### config.mk
export PLATFORM = sky130hd
export DESIGN_NAME = grp_regs
export DESIGN_NICKNAME = d
export VERILOG_FILES = /design/src/hdl/grp_pkg.sv /design/src/hdl/grp_regs.sv /design/src/hdl/grp_field16.sv
export SDC_FILE = /design/constraint.sdc
export NUM_CORES = 1
export LEC_CHECK = 0
export ABC_AREA = 1
export BUFFER_PORTS_ARGS = -buffer_cell sky130_fd_sc_hd__buf_2
export CORE_AREA = 4 4 130 132
export DETAILED_ROUTE_END_ITERATION = 10
export DIE_AREA = 0 0 134 136
export PLACE_DENSITY_LB_ADDON = 0.08
export SLEW_MARGIN = 20
export SYNTH_ARGS = -nofsm -noshare
export SYNTH_HDL_FRONTEND = slang
export SYNTH_HIERARCHICAL = 1
export SYNTH_SLANG_ARGS = --single-unit
### constraint.sdc
create_clock -name pclk -period 1.9 [get_ports pclk]
set_input_delay 0.285 -clock pclk [delete_from_list [all_inputs] [get_ports pclk]]
set_output_delay 0.285 -clock pclk [all_outputs]
set_load 0.01 [all_outputs]
### src/hdl/grp_pkg.sv
`default_nettype none

package grp_pkg;

    // ------------------------------------------------------------
    // register indices (byte address = index * 4)
    // ------------------------------------------------------------
    localparam logic [7:0] GRP_IDX_P0_ENDPOINTS = 8'hA1;
    localparam logic [7:0] GRP_IDX_P0_STEPS     = 8'hA2;
    localparam logic [7:0] GRP_IDX_P0_INDICES   = 8'hA3;
    localparam logic [7:0] GRP_IDX_P0_START_TIME = 8'hA4;
    localparam logic [7:0] GRP_IDX_P0_HOLD_TIME = 8'hA5;
    localparam logic [7:0] GRP_IDX_P1_ENDPOINTS = 8'hA6;
    localparam logic [7:0] GRP_IDX_UNLOCK       = 8'hC0;

    localparam int GRP_ADDR_W = 10;

    // ------------------------------------------------------------
    // field positions and reset values
    // ------------------------------------------------------------
    localparam int GRP_HI_LSB = 8;
    localparam int GRP_LO_LSB = 0;
    localparam int GRP_UNLOCK_BIT = 0;
    localparam logic [7:0]  GRP_RST_START_GAIN  = 8'h00;
    localparam logic [7:0]  GRP_RST_STOP_GAIN   = 8'h9F;
    localparam logic [7:0]  GRP_RST_UP_STEP     = 8'h00;
    localparam logic [7:0]  GRP_RST_DOWN_STEP   = 8'hFF;
    localparam logic [7:0]  GRP_RST_START_INDEX = 8'h00;
    localparam logic [7:0]  GRP_RST_STOP_INDEX  = 8'h9F;
    localparam logic [15:0] GRP_RST_TIME        = 16'h0000;

    // one gain profile's parameters as seen by the ramp engine
    typedef struct packed {
        logic [7:0]  start_gain;
        logic [7:0]  stop_gain;
        logic [7:0]  up_step;
        logic [7:0]  down_step;
        logic [7:0]  start_index;
        logic [7:0]  stop_index;
        logic [15:0] start_time;
        logic [15:0] hold_time;
    } grp_profile_s;

    // profile 1 endpoints only
    typedef struct packed {
        logic [7:0] start_gain;
        logic [7:0] stop_gain;
    } grp_endpoints_s;

endpackage

`default_nettype wire

### src/hdl/grp_regs.sv
// Operation
// profile 0 endpoint register keeps start gain in bits 15-8, reset 00.
// profile 0 endpoint register keeps stop gain in bits 7-0, reset 9F.
// profile 0 step register keeps the up step in bits 15-8, reset 00.
// profile 0 step register keeps the down step in bits 7-0, reset FF.
// profile 0 index register keeps the first table index in bits 15-8, reset 00.
// profile 0 index register keeps the last table index in bits 7-0, reset 9F.
// profile 0 ramp start time is a 16-bit register, reset 0000.
// profile 0 gain hold time is a 16-bit register, reset 0000.
// profile 1 endpoint register keeps start gain in bits 15-8, reset 00.
// profile 1 endpoint register keeps stop gain in bits 7-0, reset 9F.
// writes to the ramp registers are ignored unless the unlock bit is one.
// a read returns the last value written, or the reset value.
`timescale 1ns/100ps
`default_nettype none

module grp_regs
    import grp_pkg::*;
(
    input  wire logic                  pclk,
    input  wire logic                  presetn,
    input  wire logic                  psel,
    input  wire logic                  penable,
    input  wire logic                  pwrite,
    input  wire logic [GRP_ADDR_W-1:0] paddr,
    input  wire logic [31:0]           pwdata,
    input  wire logic [3:0]            pstrb,
    output logic                       pready,
    output logic [31:0]                prdata,
    output logic                       pslverr,
    output grp_profile_s               profile0,
    output grp_endpoints_s             profile1,
    output logic                       gain_table_write_unlock
);

    // ------------------------------------------------------------
    // address decode
    // ------------------------------------------------------------

    // word index of a byte address; misaligned addresses never match
    function automatic logic [8:0] word_index(input logic [GRP_ADDR_W-1:0] a);
        word_index = (a[1:0] == 2'b00) ? {1'b0, a[GRP_ADDR_W-1:2]} : 9'h1FF;
    endfunction

    // true when the address hits the given register index
    function automatic logic hits(input logic [GRP_ADDR_W-1:0] a, input logic [7:0] idx);
        hits = (word_index(a) == {1'b0, idx});
    endfunction

    logic       access;
    logic       wr_strobe;
    logic       mapped;
    logic       ramp_wr_ok;
    logic [5:0] sel_ramp;
    logic       sel_unlock;
    logic [15:0] wr_word;

    // zero-wait slave: the access phase completes in its first cycle
    assign access    = psel && penable;
    assign wr_strobe = access && pwrite;

    always_comb begin
        sel_ramp[0] = hits(paddr, GRP_IDX_P0_ENDPOINTS);
        sel_ramp[1] = hits(paddr, GRP_IDX_P0_STEPS);
        sel_ramp[2] = hits(paddr, GRP_IDX_P0_INDICES);
        sel_ramp[3] = hits(paddr, GRP_IDX_P0_START_TIME);
        sel_ramp[4] = hits(paddr, GRP_IDX_P0_HOLD_TIME);
        sel_ramp[5] = hits(paddr, GRP_IDX_P1_ENDPOINTS);
    end

    assign sel_unlock = hits(paddr, GRP_IDX_UNLOCK);
    assign mapped     = (|sel_ramp) || sel_unlock;

    // byte lanes 0 and 1 carry the 16-bit register; an unstrobed lane keeps old data
    function automatic logic [15:0] merge(input logic [15:0] old, input logic [31:0] d,
                                          input logic [3:0] s);
        merge = {s[1] ? d[15:8] : old[15:8], s[0] ? d[7:0] : old[7:0]};
    endfunction

    // ------------------------------------------------------------
    // write unlock
    // ------------------------------------------------------------
    logic unlock_r;

    // software gate for the ramp registers; resets locked
    always_ff @(posedge pclk or negedge presetn) begin
        if (!presetn) begin
            unlock_r <= 1'b0;
        end else if (wr_strobe && sel_unlock && pstrb[0]) begin
            unlock_r <= pwdata[GRP_UNLOCK_BIT];
        end
    end

    assign gain_table_write_unlock = unlock_r;

    // a locked write is accepted on the bus but changes nothing
    assign ramp_wr_ok = wr_strobe && unlock_r;

    // ------------------------------------------------------------
    // ramp parameter registers
    // ------------------------------------------------------------
    logic [15:0] p0_endpoints;
    logic [15:0] p0_steps;
    logic [15:0] p0_indices;
    logic [15:0] p0_start_time;
    logic [15:0] p0_hold_time;
    logic [15:0] p1_endpoints;
    logic [15:0] cur_word;

    // current value of the addressed register, for partial-lane merge
    always_comb begin
        unique case (1'b1)
            sel_ramp[0]: cur_word = p0_endpoints;
            sel_ramp[1]: cur_word = p0_steps;
            sel_ramp[2]: cur_word = p0_indices;
            sel_ramp[3]: cur_word = p0_start_time;
            sel_ramp[4]: cur_word = p0_hold_time;
            sel_ramp[5]: cur_word = p1_endpoints;
            default:     cur_word = 16'h0000;
        endcase
    end

    assign wr_word = merge(cur_word, pwdata, pstrb);

    // start gain high byte, stop gain low byte
    grp_field16 #(
        .RESET_VALUE ({GRP_RST_START_GAIN, GRP_RST_STOP_GAIN})
    ) u_p0_endpoints (
        .pclk    (pclk),
        .presetn (presetn),
        .wr_en   (ramp_wr_ok && sel_ramp[0]),
        .wr_data (wr_word),
        .value   (p0_endpoints)
    );

    // up step high byte, down step low byte
    grp_field16 #(
        .RESET_VALUE ({GRP_RST_UP_STEP, GRP_RST_DOWN_STEP})
    ) u_p0_steps (
        .pclk    (pclk),
        .presetn (presetn),
        .wr_en   (ramp_wr_ok && sel_ramp[1]),
        .wr_data (wr_word),
        .value   (p0_steps)
    );

    // first index high byte, last index low byte
    grp_field16 #(
        .RESET_VALUE ({GRP_RST_START_INDEX, GRP_RST_STOP_INDEX})
    ) u_p0_indices (
        .pclk    (pclk),
        .presetn (presetn),
        .wr_en   (ramp_wr_ok && sel_ramp[2]),
        .wr_data (wr_word),
        .value   (p0_indices)
    );

    // full-width ramp start time
    grp_field16 #(
        .RESET_VALUE (GRP_RST_TIME)
    ) u_p0_start_time (
        .pclk    (pclk),
        .presetn (presetn),
        .wr_en   (ramp_wr_ok && sel_ramp[3]),
        .wr_data (wr_word),
        .value   (p0_start_time)
    );

    // full-width gain hold time
    grp_field16 #(
        .RESET_VALUE (GRP_RST_TIME)
    ) u_p0_hold_time (
        .pclk    (pclk),
        .presetn (presetn),
        .wr_en   (ramp_wr_ok && sel_ramp[4]),
        .wr_data (wr_word),
        .value   (p0_hold_time)
    );

    // profile 1 start and stop gain
    grp_field16 #(
        .RESET_VALUE ({GRP_RST_START_GAIN, GRP_RST_STOP_GAIN})
    ) u_p1_endpoints (
        .pclk    (pclk),
        .presetn (presetn),
        .wr_en   (ramp_wr_ok && sel_ramp[5]),
        .wr_data (wr_word),
        .value   (p1_endpoints)
    );

    // ------------------------------------------------------------
    // outputs to the ramp engine
    // ------------------------------------------------------------
    always_comb begin
        profile0.start_gain  = p0_endpoints[GRP_HI_LSB +: 8];
        profile0.stop_gain   = p0_endpoints[GRP_LO_LSB +: 8];
        profile0.up_step     = p0_steps[GRP_HI_LSB +: 8];
        profile0.down_step   = p0_steps[GRP_LO_LSB +: 8];
        profile0.start_index = p0_indices[GRP_HI_LSB +: 8];
        profile0.stop_index  = p0_indices[GRP_LO_LSB +: 8];
        profile0.start_time  = p0_start_time;
        profile0.hold_time   = p0_hold_time;
        profile1.start_gain  = p1_endpoints[GRP_HI_LSB +: 8];
        profile1.stop_gain   = p1_endpoints[GRP_LO_LSB +: 8];
    end

    // ------------------------------------------------------------
    // read path
    // ------------------------------------------------------------
    logic [31:0] prdata_r;
    logic [31:0] rd_nxt;

    // registered read data; upper 16 bits always read zero
    always_comb begin
        rd_nxt = 32'h0000_0000;
        if (sel_unlock) begin
            rd_nxt[GRP_UNLOCK_BIT] = unlock_r;
        end else if (|sel_ramp) begin
            rd_nxt[15:0] = cur_word;
        end
    end

    // captured in the setup cycle so the access phase sees stable data
    always_ff @(posedge pclk or negedge presetn) begin
        if (!presetn) begin
            prdata_r <= 32'h0000_0000;
        end else if (psel && !penable && !pwrite) begin
            prdata_r <= rd_nxt;
        end
    end

    assign prdata  = prdata_r;
    assign pready  = 1'b1;
    // unmapped or misaligned addresses answer with an error and do nothing
    assign pslverr = access && !mapped;

    // ------------------------------------------------------------
    // checks
    // ------------------------------------------------------------
    a_locked_write_held: assert property (@(posedge pclk) disable iff (!presetn)
        (wr_strobe && !unlock_r && |sel_ramp) |=> $stable(profile0) && $stable(profile1))
        else $error("ramp register changed while write unlock was clear");

    a_p0_end_write: assert property (@(posedge pclk) disable iff (!presetn)
        (ramp_wr_ok && sel_ramp[0] && pstrb[1:0] == 2'b11)
        |=> profile0.start_gain == $past(pwdata[15:8]))
        else $error("profile 0 start gain did not take written value");

    a_p0_stop_write: assert property (@(posedge pclk) disable iff (!presetn)
        (ramp_wr_ok && sel_ramp[0] && pstrb[0]) |=> profile0.stop_gain == $past(pwdata[7:0]))
        else $error("profile 0 stop gain did not take written value");

    a_p0_step_write: assert property (@(posedge pclk) disable iff (!presetn)
        (ramp_wr_ok && sel_ramp[1] && pstrb[1]) |=> profile0.up_step == $past(pwdata[15:8]))
        else $error("profile 0 up step did not take written value");

    a_p0_down_write: assert property (@(posedge pclk) disable iff (!presetn)
        (ramp_wr_ok && sel_ramp[1] && pstrb[0]) |=> profile0.down_step == $past(pwdata[7:0]))
        else $error("profile 0 down step did not take written value");

    a_p0_index_write: assert property (@(posedge pclk) disable iff (!presetn)
        (ramp_wr_ok && sel_ramp[2] && pstrb[1]) |=> profile0.start_index == $past(pwdata[15:8]))
        else $error("profile 0 first index did not take written value");

    a_p0_last_write: assert property (@(posedge pclk) disable iff (!presetn)
        (ramp_wr_ok && sel_ramp[2] && pstrb[0]) |=> profile0.stop_index == $past(pwdata[7:0]))
        else $error("profile 0 last index did not take written value");

    a_p0_time_write: assert property (@(posedge pclk) disable iff (!presetn)
        (ramp_wr_ok && sel_ramp[3] && pstrb[1:0] == 2'b11)
        |=> profile0.start_time == $past(pwdata[15:0]))
        else $error("profile 0 start time did not take written value");

    a_p0_hold_write: assert property (@(posedge pclk) disable iff (!presetn)
        (ramp_wr_ok && sel_ramp[4] && pstrb[1:0] == 2'b11)
        |=> profile0.hold_time == $past(pwdata[15:0]))
        else $error("profile 0 hold time did not take written value");

    a_p1_end_write: assert property (@(posedge pclk) disable iff (!presetn)
        (ramp_wr_ok && sel_ramp[5] && pstrb[1:0] == 2'b11)
        |=> {profile1.start_gain, profile1.stop_gain} == $past(pwdata[15:0]))
        else $error("profile 1 endpoints did not take written value");

    a_read_matches: assert property (@(posedge pclk) disable iff (!presetn)
        (psel && !penable && !pwrite && sel_ramp[3] && !ramp_wr_ok)
        |=> prdata == {16'h0000, profile0.start_time})
        else $error("read data does not match start time register");

    // the unlock bit moves only on its own strobed write
    a_unlock_write: assert property (@(posedge pclk) disable iff (!presetn)
        (wr_strobe && sel_unlock && pstrb[0])
        |=> gain_table_write_unlock == $past(pwdata[GRP_UNLOCK_BIT]))
        else $error("write unlock bit did not take written value");

    a_unlock_hold: assert property (@(posedge pclk) disable iff (!presetn)
        !(wr_strobe && sel_unlock && pstrb[0]) |=> $stable(gain_table_write_unlock))
        else $error("write unlock bit changed without a write");

    // nothing but an accepted write may move a ramp register
    a_regs_idle_hold: assert property (@(posedge pclk) disable iff (!presetn)
        !ramp_wr_ok |=> $stable(profile0) && $stable(profile1))
        else $error("ramp register changed without an accepted write");

    // an unstrobed lane keeps its old byte
    a_lane_keep_high: assert property (@(posedge pclk) disable iff (!presetn)
        (ramp_wr_ok && sel_ramp[0] && !pstrb[1]) |=> $stable(profile0.start_gain))
        else $error("profile 0 start gain changed on an unstrobed lane");

    a_lane_keep_low: assert property (@(posedge pclk) disable iff (!presetn)
        (ramp_wr_ok && sel_ramp[5] && !pstrb[0]) |=> $stable(profile1.stop_gain))
        else $error("profile 1 stop gain changed on an unstrobed lane");

    // read data shown in the access phase mirrors the addressed register
    a_read_endpoints: assert property (@(posedge pclk) disable iff (!presetn)
        (psel && !penable && !pwrite && sel_ramp[0])
        |=> prdata == {16'h0000, profile0.start_gain, profile0.stop_gain})
        else $error("read data does not match profile 0 endpoints");

    a_read_profile1: assert property (@(posedge pclk) disable iff (!presetn)
        (psel && !penable && !pwrite && sel_ramp[5])
        |=> prdata == {16'h0000, profile1.start_gain, profile1.stop_gain})
        else $error("read data does not match profile 1 endpoints");

    a_read_unlock: assert property (@(posedge pclk) disable iff (!presetn)
        (psel && !penable && !pwrite && sel_unlock) |=> prdata[0] == gain_table_write_unlock)
        else $error("read data does not match write unlock bit");

    a_read_upper_zero: assert property (@(posedge pclk) disable iff (!presetn)
        (psel && !penable && !pwrite) |=> prdata[31:16] == 16'h0000)
        else $error("upper half of read data is not zero");

    c_unlocked_write: cover property (@(posedge pclk) disable iff (!presetn)
        ramp_wr_ok && |sel_ramp);
    c_locked_write: cover property (@(posedge pclk) disable iff (!presetn)
        wr_strobe && !unlock_r && |sel_ramp);
    c_ramp_read: cover property (@(posedge pclk) disable iff (!presetn)
        access && !pwrite && |sel_ramp);
    c_unmapped: cover property (@(posedge pclk) disable iff (!presetn) pslverr);
    c_lane_write: cover property (@(posedge pclk) disable iff (!presetn)
        ramp_wr_ok && |sel_ramp && pstrb[1:0] != 2'b11);

endmodule

`default_nettype wire

### src/hdl/grp_field16.sv
`timescale 1ns/100ps
`default_nettype none

// ----------------------------------------------------------------
// one 16-bit read/write register with its own reset value
// ----------------------------------------------------------------
module grp_field16
    import grp_pkg::*;
#(
    parameter logic [15:0] RESET_VALUE = 16'h0000
) (
    input  wire logic        pclk,
    input  wire logic        presetn,
    input  wire logic        wr_en,
    input  wire logic [15:0] wr_data,
    output var  logic [15:0] value
);

    logic [15:0] value_r;

    // load on a qualified write, else hold
    always_ff @(posedge pclk or negedge presetn) begin
        if (!presetn) begin
            value_r <= RESET_VALUE;
        end else if (wr_en) begin
            value_r <= wr_data;
        end
    end

    assign value = value_r;

endmodule

`default_nettype wire

Word-level counts from Yosys, hierarchy flattened
Cells that the tools add are included.

word-level totals
  register bits after elaboration = 113
  input port bits = 51
  output and inout port bits = 131

operators by class
  equality and inequality tests = 7
  mux-type cells = 7
  reductions and logical operators = 20

operators with widths
  cell                                                                    number
  16-bit case mux with 6 select lines                                     1
  9-bit by 8-bit equality test with 1-bit output (second input constant)  7
  16-bit 2-to-1 mux                                                       1
  8-bit 2-to-1 mux                                                        2
  15-bit 2-to-1 mux                                                       1
  1-bit logical AND                                                       14
  9-bit 2-to-1 mux                                                        1
  6-bit OR reduction                                                      1
  1-bit zero test                                                         3
  2-bit zero test                                                         1
  1-bit logical OR                                                        1
  1-bit 2-to-1 mux                                                        1

Logic depth before layout (Yosys ltp)
  depth in word-level cells = 7
  depth in mapped cells = 14

Cells and area by module
The synthesis kept the hierarchy.

by module, submodules not included
  module                             times used  cells each  area an instance (µm²)  seq. area each (µm²)
  grp_regs                           1           375         2273.4                  425.4
  grp_field16 at u_p0_endpoints ...  3           68          651.9                   407.9
  grp_field16 at u_p0_hold_time ...  2           68          644.4                   400.4
  grp_field16 at u_p0_steps          1           68          654.4                   410.4

Worst setup path after synthesis
No wires, ideal clock.

  kind = input port to flip-flop
  from = in paddr[1]
  to = reg u_p1_endpoints.value_r[10], in the netlist u_p1_endpoints/value[10]
  setup time = 117 ps
  arrival = 1626 ps
  setup slack = 157 ps
  stages = 12
  cells stage by stage = nor2_8 nand2_4 nor2_4 buf_6 buf_6 nand4_1 nor3_1 buf_6 inv_6 buf_12 nand2_1 nand2_1

on the way
  cells in the longest elaborated chain, start to end = 5
  elaborated cells on any way between the ends = 11

RTL lines
  item                                            line               RTL
  from (decl)                                     grp_regs.sv:25     input wire logic [GRP_ADDR_W-1:0] paddr,
  2-bit zero test (*)                             grp_regs.sv:42     word_index = (a[1:0] == 2'b00) ? {1'b0, a[GRP_ADDR_W-1:2]} : 9'h1FF;
  9-bit 2-to-1 mux (*)                            grp_regs.sv:42
  9-bit by 8-bit equality test with 1-bit output  grp_regs.sv:47     hits = (word_index(a) == {1'b0, idx});
  16-bit case mux with 6 select lines             grp_regs.sv:112    unique case (1'b1)
  8-bit 2-to-1 mux                                grp_regs.sv:77     merge = {s[1] ? d[15:8] : old[15:8], s[0] ? d[7:0] : old[7:0]};
  to (signal assigned)                            grp_field16.sv:26  value_r <= wr_data;
  to (decl)                                       grp_field16.sv:19  logic [15:0] value_r;

Mark *: on every way between the ends. The rest lies on a longest branch, timed or not.
A chain may end at the register's enable or synchronous reset.

Worst setup path in the final report
  from = in paddr[1]
  to = out pslverr

on the way
  cells in the longest elaborated chain, start to end = 7
  elaborated cells on any way between the ends = 13

RTL lines
  item                                            line             RTL
  2-bit zero test (*)                             grp_regs.sv:42
  9-bit 2-to-1 mux (*)                            grp_regs.sv:42
  9-bit by 8-bit equality test with 1-bit output  grp_regs.sv:47
  6-bit OR reduction                              grp_regs.sv:72   assign mapped = (|sel_ramp) || sel_unlock;
  1-bit logical OR (*)                            grp_regs.sv:72
  1-bit zero test (*)                             grp_regs.sv:235  assign pslverr = access && !mapped;
  1-bit logical AND (*)                           grp_regs.sv:235
  to (decl)                                       grp_regs.sv:30   output logic pslverr,

Marks and branches as above.

==> results.json <==
{
  "p_int_mw": 4.71,
  "vias": 5519,
  "leakage_nw": 4.59,
  "ys_top_cells_by_area": "dfrtp_1, nand2_1, dfstp_2",
  "root_buffer": "clkbuf_16",
  "rows": 46,
  "grt_max_degree": 70,
  "first_global_vias": 5281,
  "start_util_pct": 39.3,
  "syn_avg_cell_area_um2": 7.88,
  "cts_tree": "done",
  "n_fill_cell": 1567,
  "pwr-share-clk_pct": 55.2,
  "fp.dieH_um": 136,
  "grt_pass1_wl_mm": 29.4,
  "io_pins": 182,
  "ys_types": 29,
  "synthTopCellsByCount": "nand2_1, nand3_1, dfrtp_1",
  "cts_made_buffers": 17,
  "synth_area_mm2": 0.00617,
  "htree_num_levels": 4,
  "p_seq_share_pct": 40.5,
  "post-place-cells": 1148,
  "avgViaCountPerCell": 4.67,
  "first_iter_violations": 386,
  "rsz0062_at_grt": "false",
  "required_ns": 1.62,
  "synth_top_area_share_pct": 35.3,
  "vdd_drop_max_mv": 0.660,
  "crit_arrival_ns": 1.52,
  "dieArea_mm2": 0.0182,
  "synth-edff-count": 0,
  "worstSetupStartpointType": "primary input",
  "async_flop_share_pct": 100,
  "synth_top_area_cell": "dfrtp_1",
  "layout-drive-gt1-share_pct": 31.7,
  "cts.path.max_buffers": 2,
  "ys_warn_count": 6,
  "worstSetupPathType": "primary input to primary output",
  "antenna_left": 0,
  "crit_slowest_cell": "nor2_8",
  "drt_wl_total_mm": 18.5,
  "dp_hpwl_mm": 14.2,
  "grt_overflow": 0,
  "yosysMostFrequentCell": "nand2_1",
  "chipWidth_um": 134,
  "min_period_ns": 1.80,
  "maxCapViolCount": 0,
  "crit_path_max_incr_delay_ns": 0.21,
  "status": "finished clean",
  "maxSlewViolCount": 0,
  "relSlewSlack_pct": 61.2,
  "finalNonFillerCells": 1183,
  "final_nets": 1005,
  "dr.pass1.iters": 5,
  "fin_crit_sh_pct": 95.0,
  "hold_slack_ns": 0.120,
  "clk_pin_slew_worst_paths_ns": 0.05,
  "wl_per_cell_um": 15.6,
  "hold_viol": 0,
  "ys_seq_area_share_pct": 46.3,
  "switchingPower_mw": 1.25,
  "tightest_slew_ns": 0.582,
  "cp_max_fo": 9,
  "antenna_cells": 0,
  "grt_antenna_before_repair": 0,
  "cts_sinks": 113,
  "clk_latency_ns": 0.42,
  "synth_cells": 783,
  "drc": 0,
  "hp-class": "primary input to flop",
  "p_sw_share_pct": 21.0,
  "synth_seq_cells": 113,
  "critPathCaptureType": "primary output",
  "area_growth_syn_to_layout_pct": 27.2,
  "p_per_area_mw_per_mm2": 760,
  "crit_chain": "buf_2 > nor2_8 > nand3_1 > buf_4 > nor2_1 > nand2_1 > nand4_1 > nor2_1 > buf_2",
  "port_buffers": 146,
  "synth_ff_type": "dfrtp_1",
  "skew_ns": 0.00576,
  "core_mm2": 0.0157,
  "gp_congestion": 0.853,
  "setup_viol": 0,
  "grt_use_total_pct": 20.8,
  "max_freq_mhz": 554,
  "p_comb_share_pct": 4.3
}
==> cells in the final DEF (no fill, tap or decap), types with 6 or more instances in the layout <==
cell / synthesis / routed
buf_12: 6 / 15
buf_2: 6 / 145
buf_4: 17 / 31
clkbuf_16: 0 / 17
conb_1: 2 / 17
dfrtp_1: 87 / 87
dfstp_2: 26 / 26
inv_1: 15 / 15
inv_6: 6 / 6
nand2_1: 392 / 392
nand2_2: 30 / 30
nand3_1: 104 / 104
nand3_2: 12 / 12
nor2_1: 25 / 25
nor2_4: 7 / 7
==> path summary, 6_finish.rpt <==
check,slack [ns],cells after the start,endpoint,startpoint
worst max-delay path,0.1,9,pslverr,paddr[1]
max in group asynchronous,0.95,3,u_p0_indices/value[5],presetn
worst min-delay path,0.12,3,gain_table_write_unlock,pwdata[0]
worst min register to register,0.47,2,prdata[6],prdata[6]
min in group asynchronous,0.43,3,u_p0_steps/value[15],presetn
worst max register to register,0.41,8,u_p0_start_time/value[10],u_p0_hold_time/value[10]
==> timing repair <==
action	in CTS	in global routing
buffers inserted	1	1
hold buffers	1	0
endpoints found under the setup margin	1	1
gates resized for setup	1	0
hold endpoints to repair	53	0
pin swaps	2	1
==> state kept, by name, summed over array words and instances (netlist names) <==
register / count
u_p0_steps/value: 16
prdata: 16
gain_table_write_unlock: 1
u_p0_hold_time/value: 16
u_p0_endpoints/value: 16
u_p0_start_time/value: 16
u_p1_endpoints/value: 16
u_p0_indices/value: 16
==> cell type report <==
type,instances,area (µm²),share of cell area (%)
inverter,23,116,1.48
sequential,113,2860,36.4
tap,216,270,3.44
multi-input combinational,606,2710,34.5
timing repair buffer,193,1280,16.3
clock inverter,5,100,1.28
clock buffer,27,513,6.53
==> kinds of logic (layout without fill, tap and decap cells) <==
| logic type | after synthesis | in the layout | synth area share, % |
|---|---|---|---|
| flops | 113 | 113 | 46.3 |
| simple gates | 584 | 584 | 42.2 |
| compound gates | 5 | 5 | 0.527 |
| other cells | 2 | 17 | 0.122 |
| buf+inv | 79 | 248 | 10.8 |
==> per-stage QoR <==
step                instance area (µm²)  total power, mW  util, %  TNS, ns  setup slack (ns)
global placement                   7210             2.71     45.9   -12.43            -0.184
detailed placement                 7210             2.71     45.9   -15.77            -0.223
floorplan                          6230             2.59        -        0             0.157
finish                             7850             5.97     50.0        0            0.0955
CTS                                7840             6.03     49.9        0            0.0157
global route                       7850             6.18     50.0        0            0.0241
==> power by group through the flow <==
stage	registers [mW]	logic [mW]	clock network (mW)
5_1_grt	2.41	0.289	3.48
3_5_place_dp	2.45	0.258	0
2_1_floorplan	2.45	0.133	0
6_report	2.42	0.259	3.29
4_1_cts	2.41	0.261	3.36
3_3_place_gp	2.45	0.254	0
==> layer usage <==
layer	part of all wire (%)	GRT usage (%)	vias to the layer above
li1	-	-	2774
met1	47	29.8	2531
met2	45	31.6	197
met3	6.7	4.52	17
met4	1.4	6.23	0
met5	0	0	-
==> critical path: cells and delay by family <==
family                 cells  cell delay (ns)
buffers and inverters      3             0.44
and+or+nand+nor            6             0.80
(Power assumes the default switching activity.)
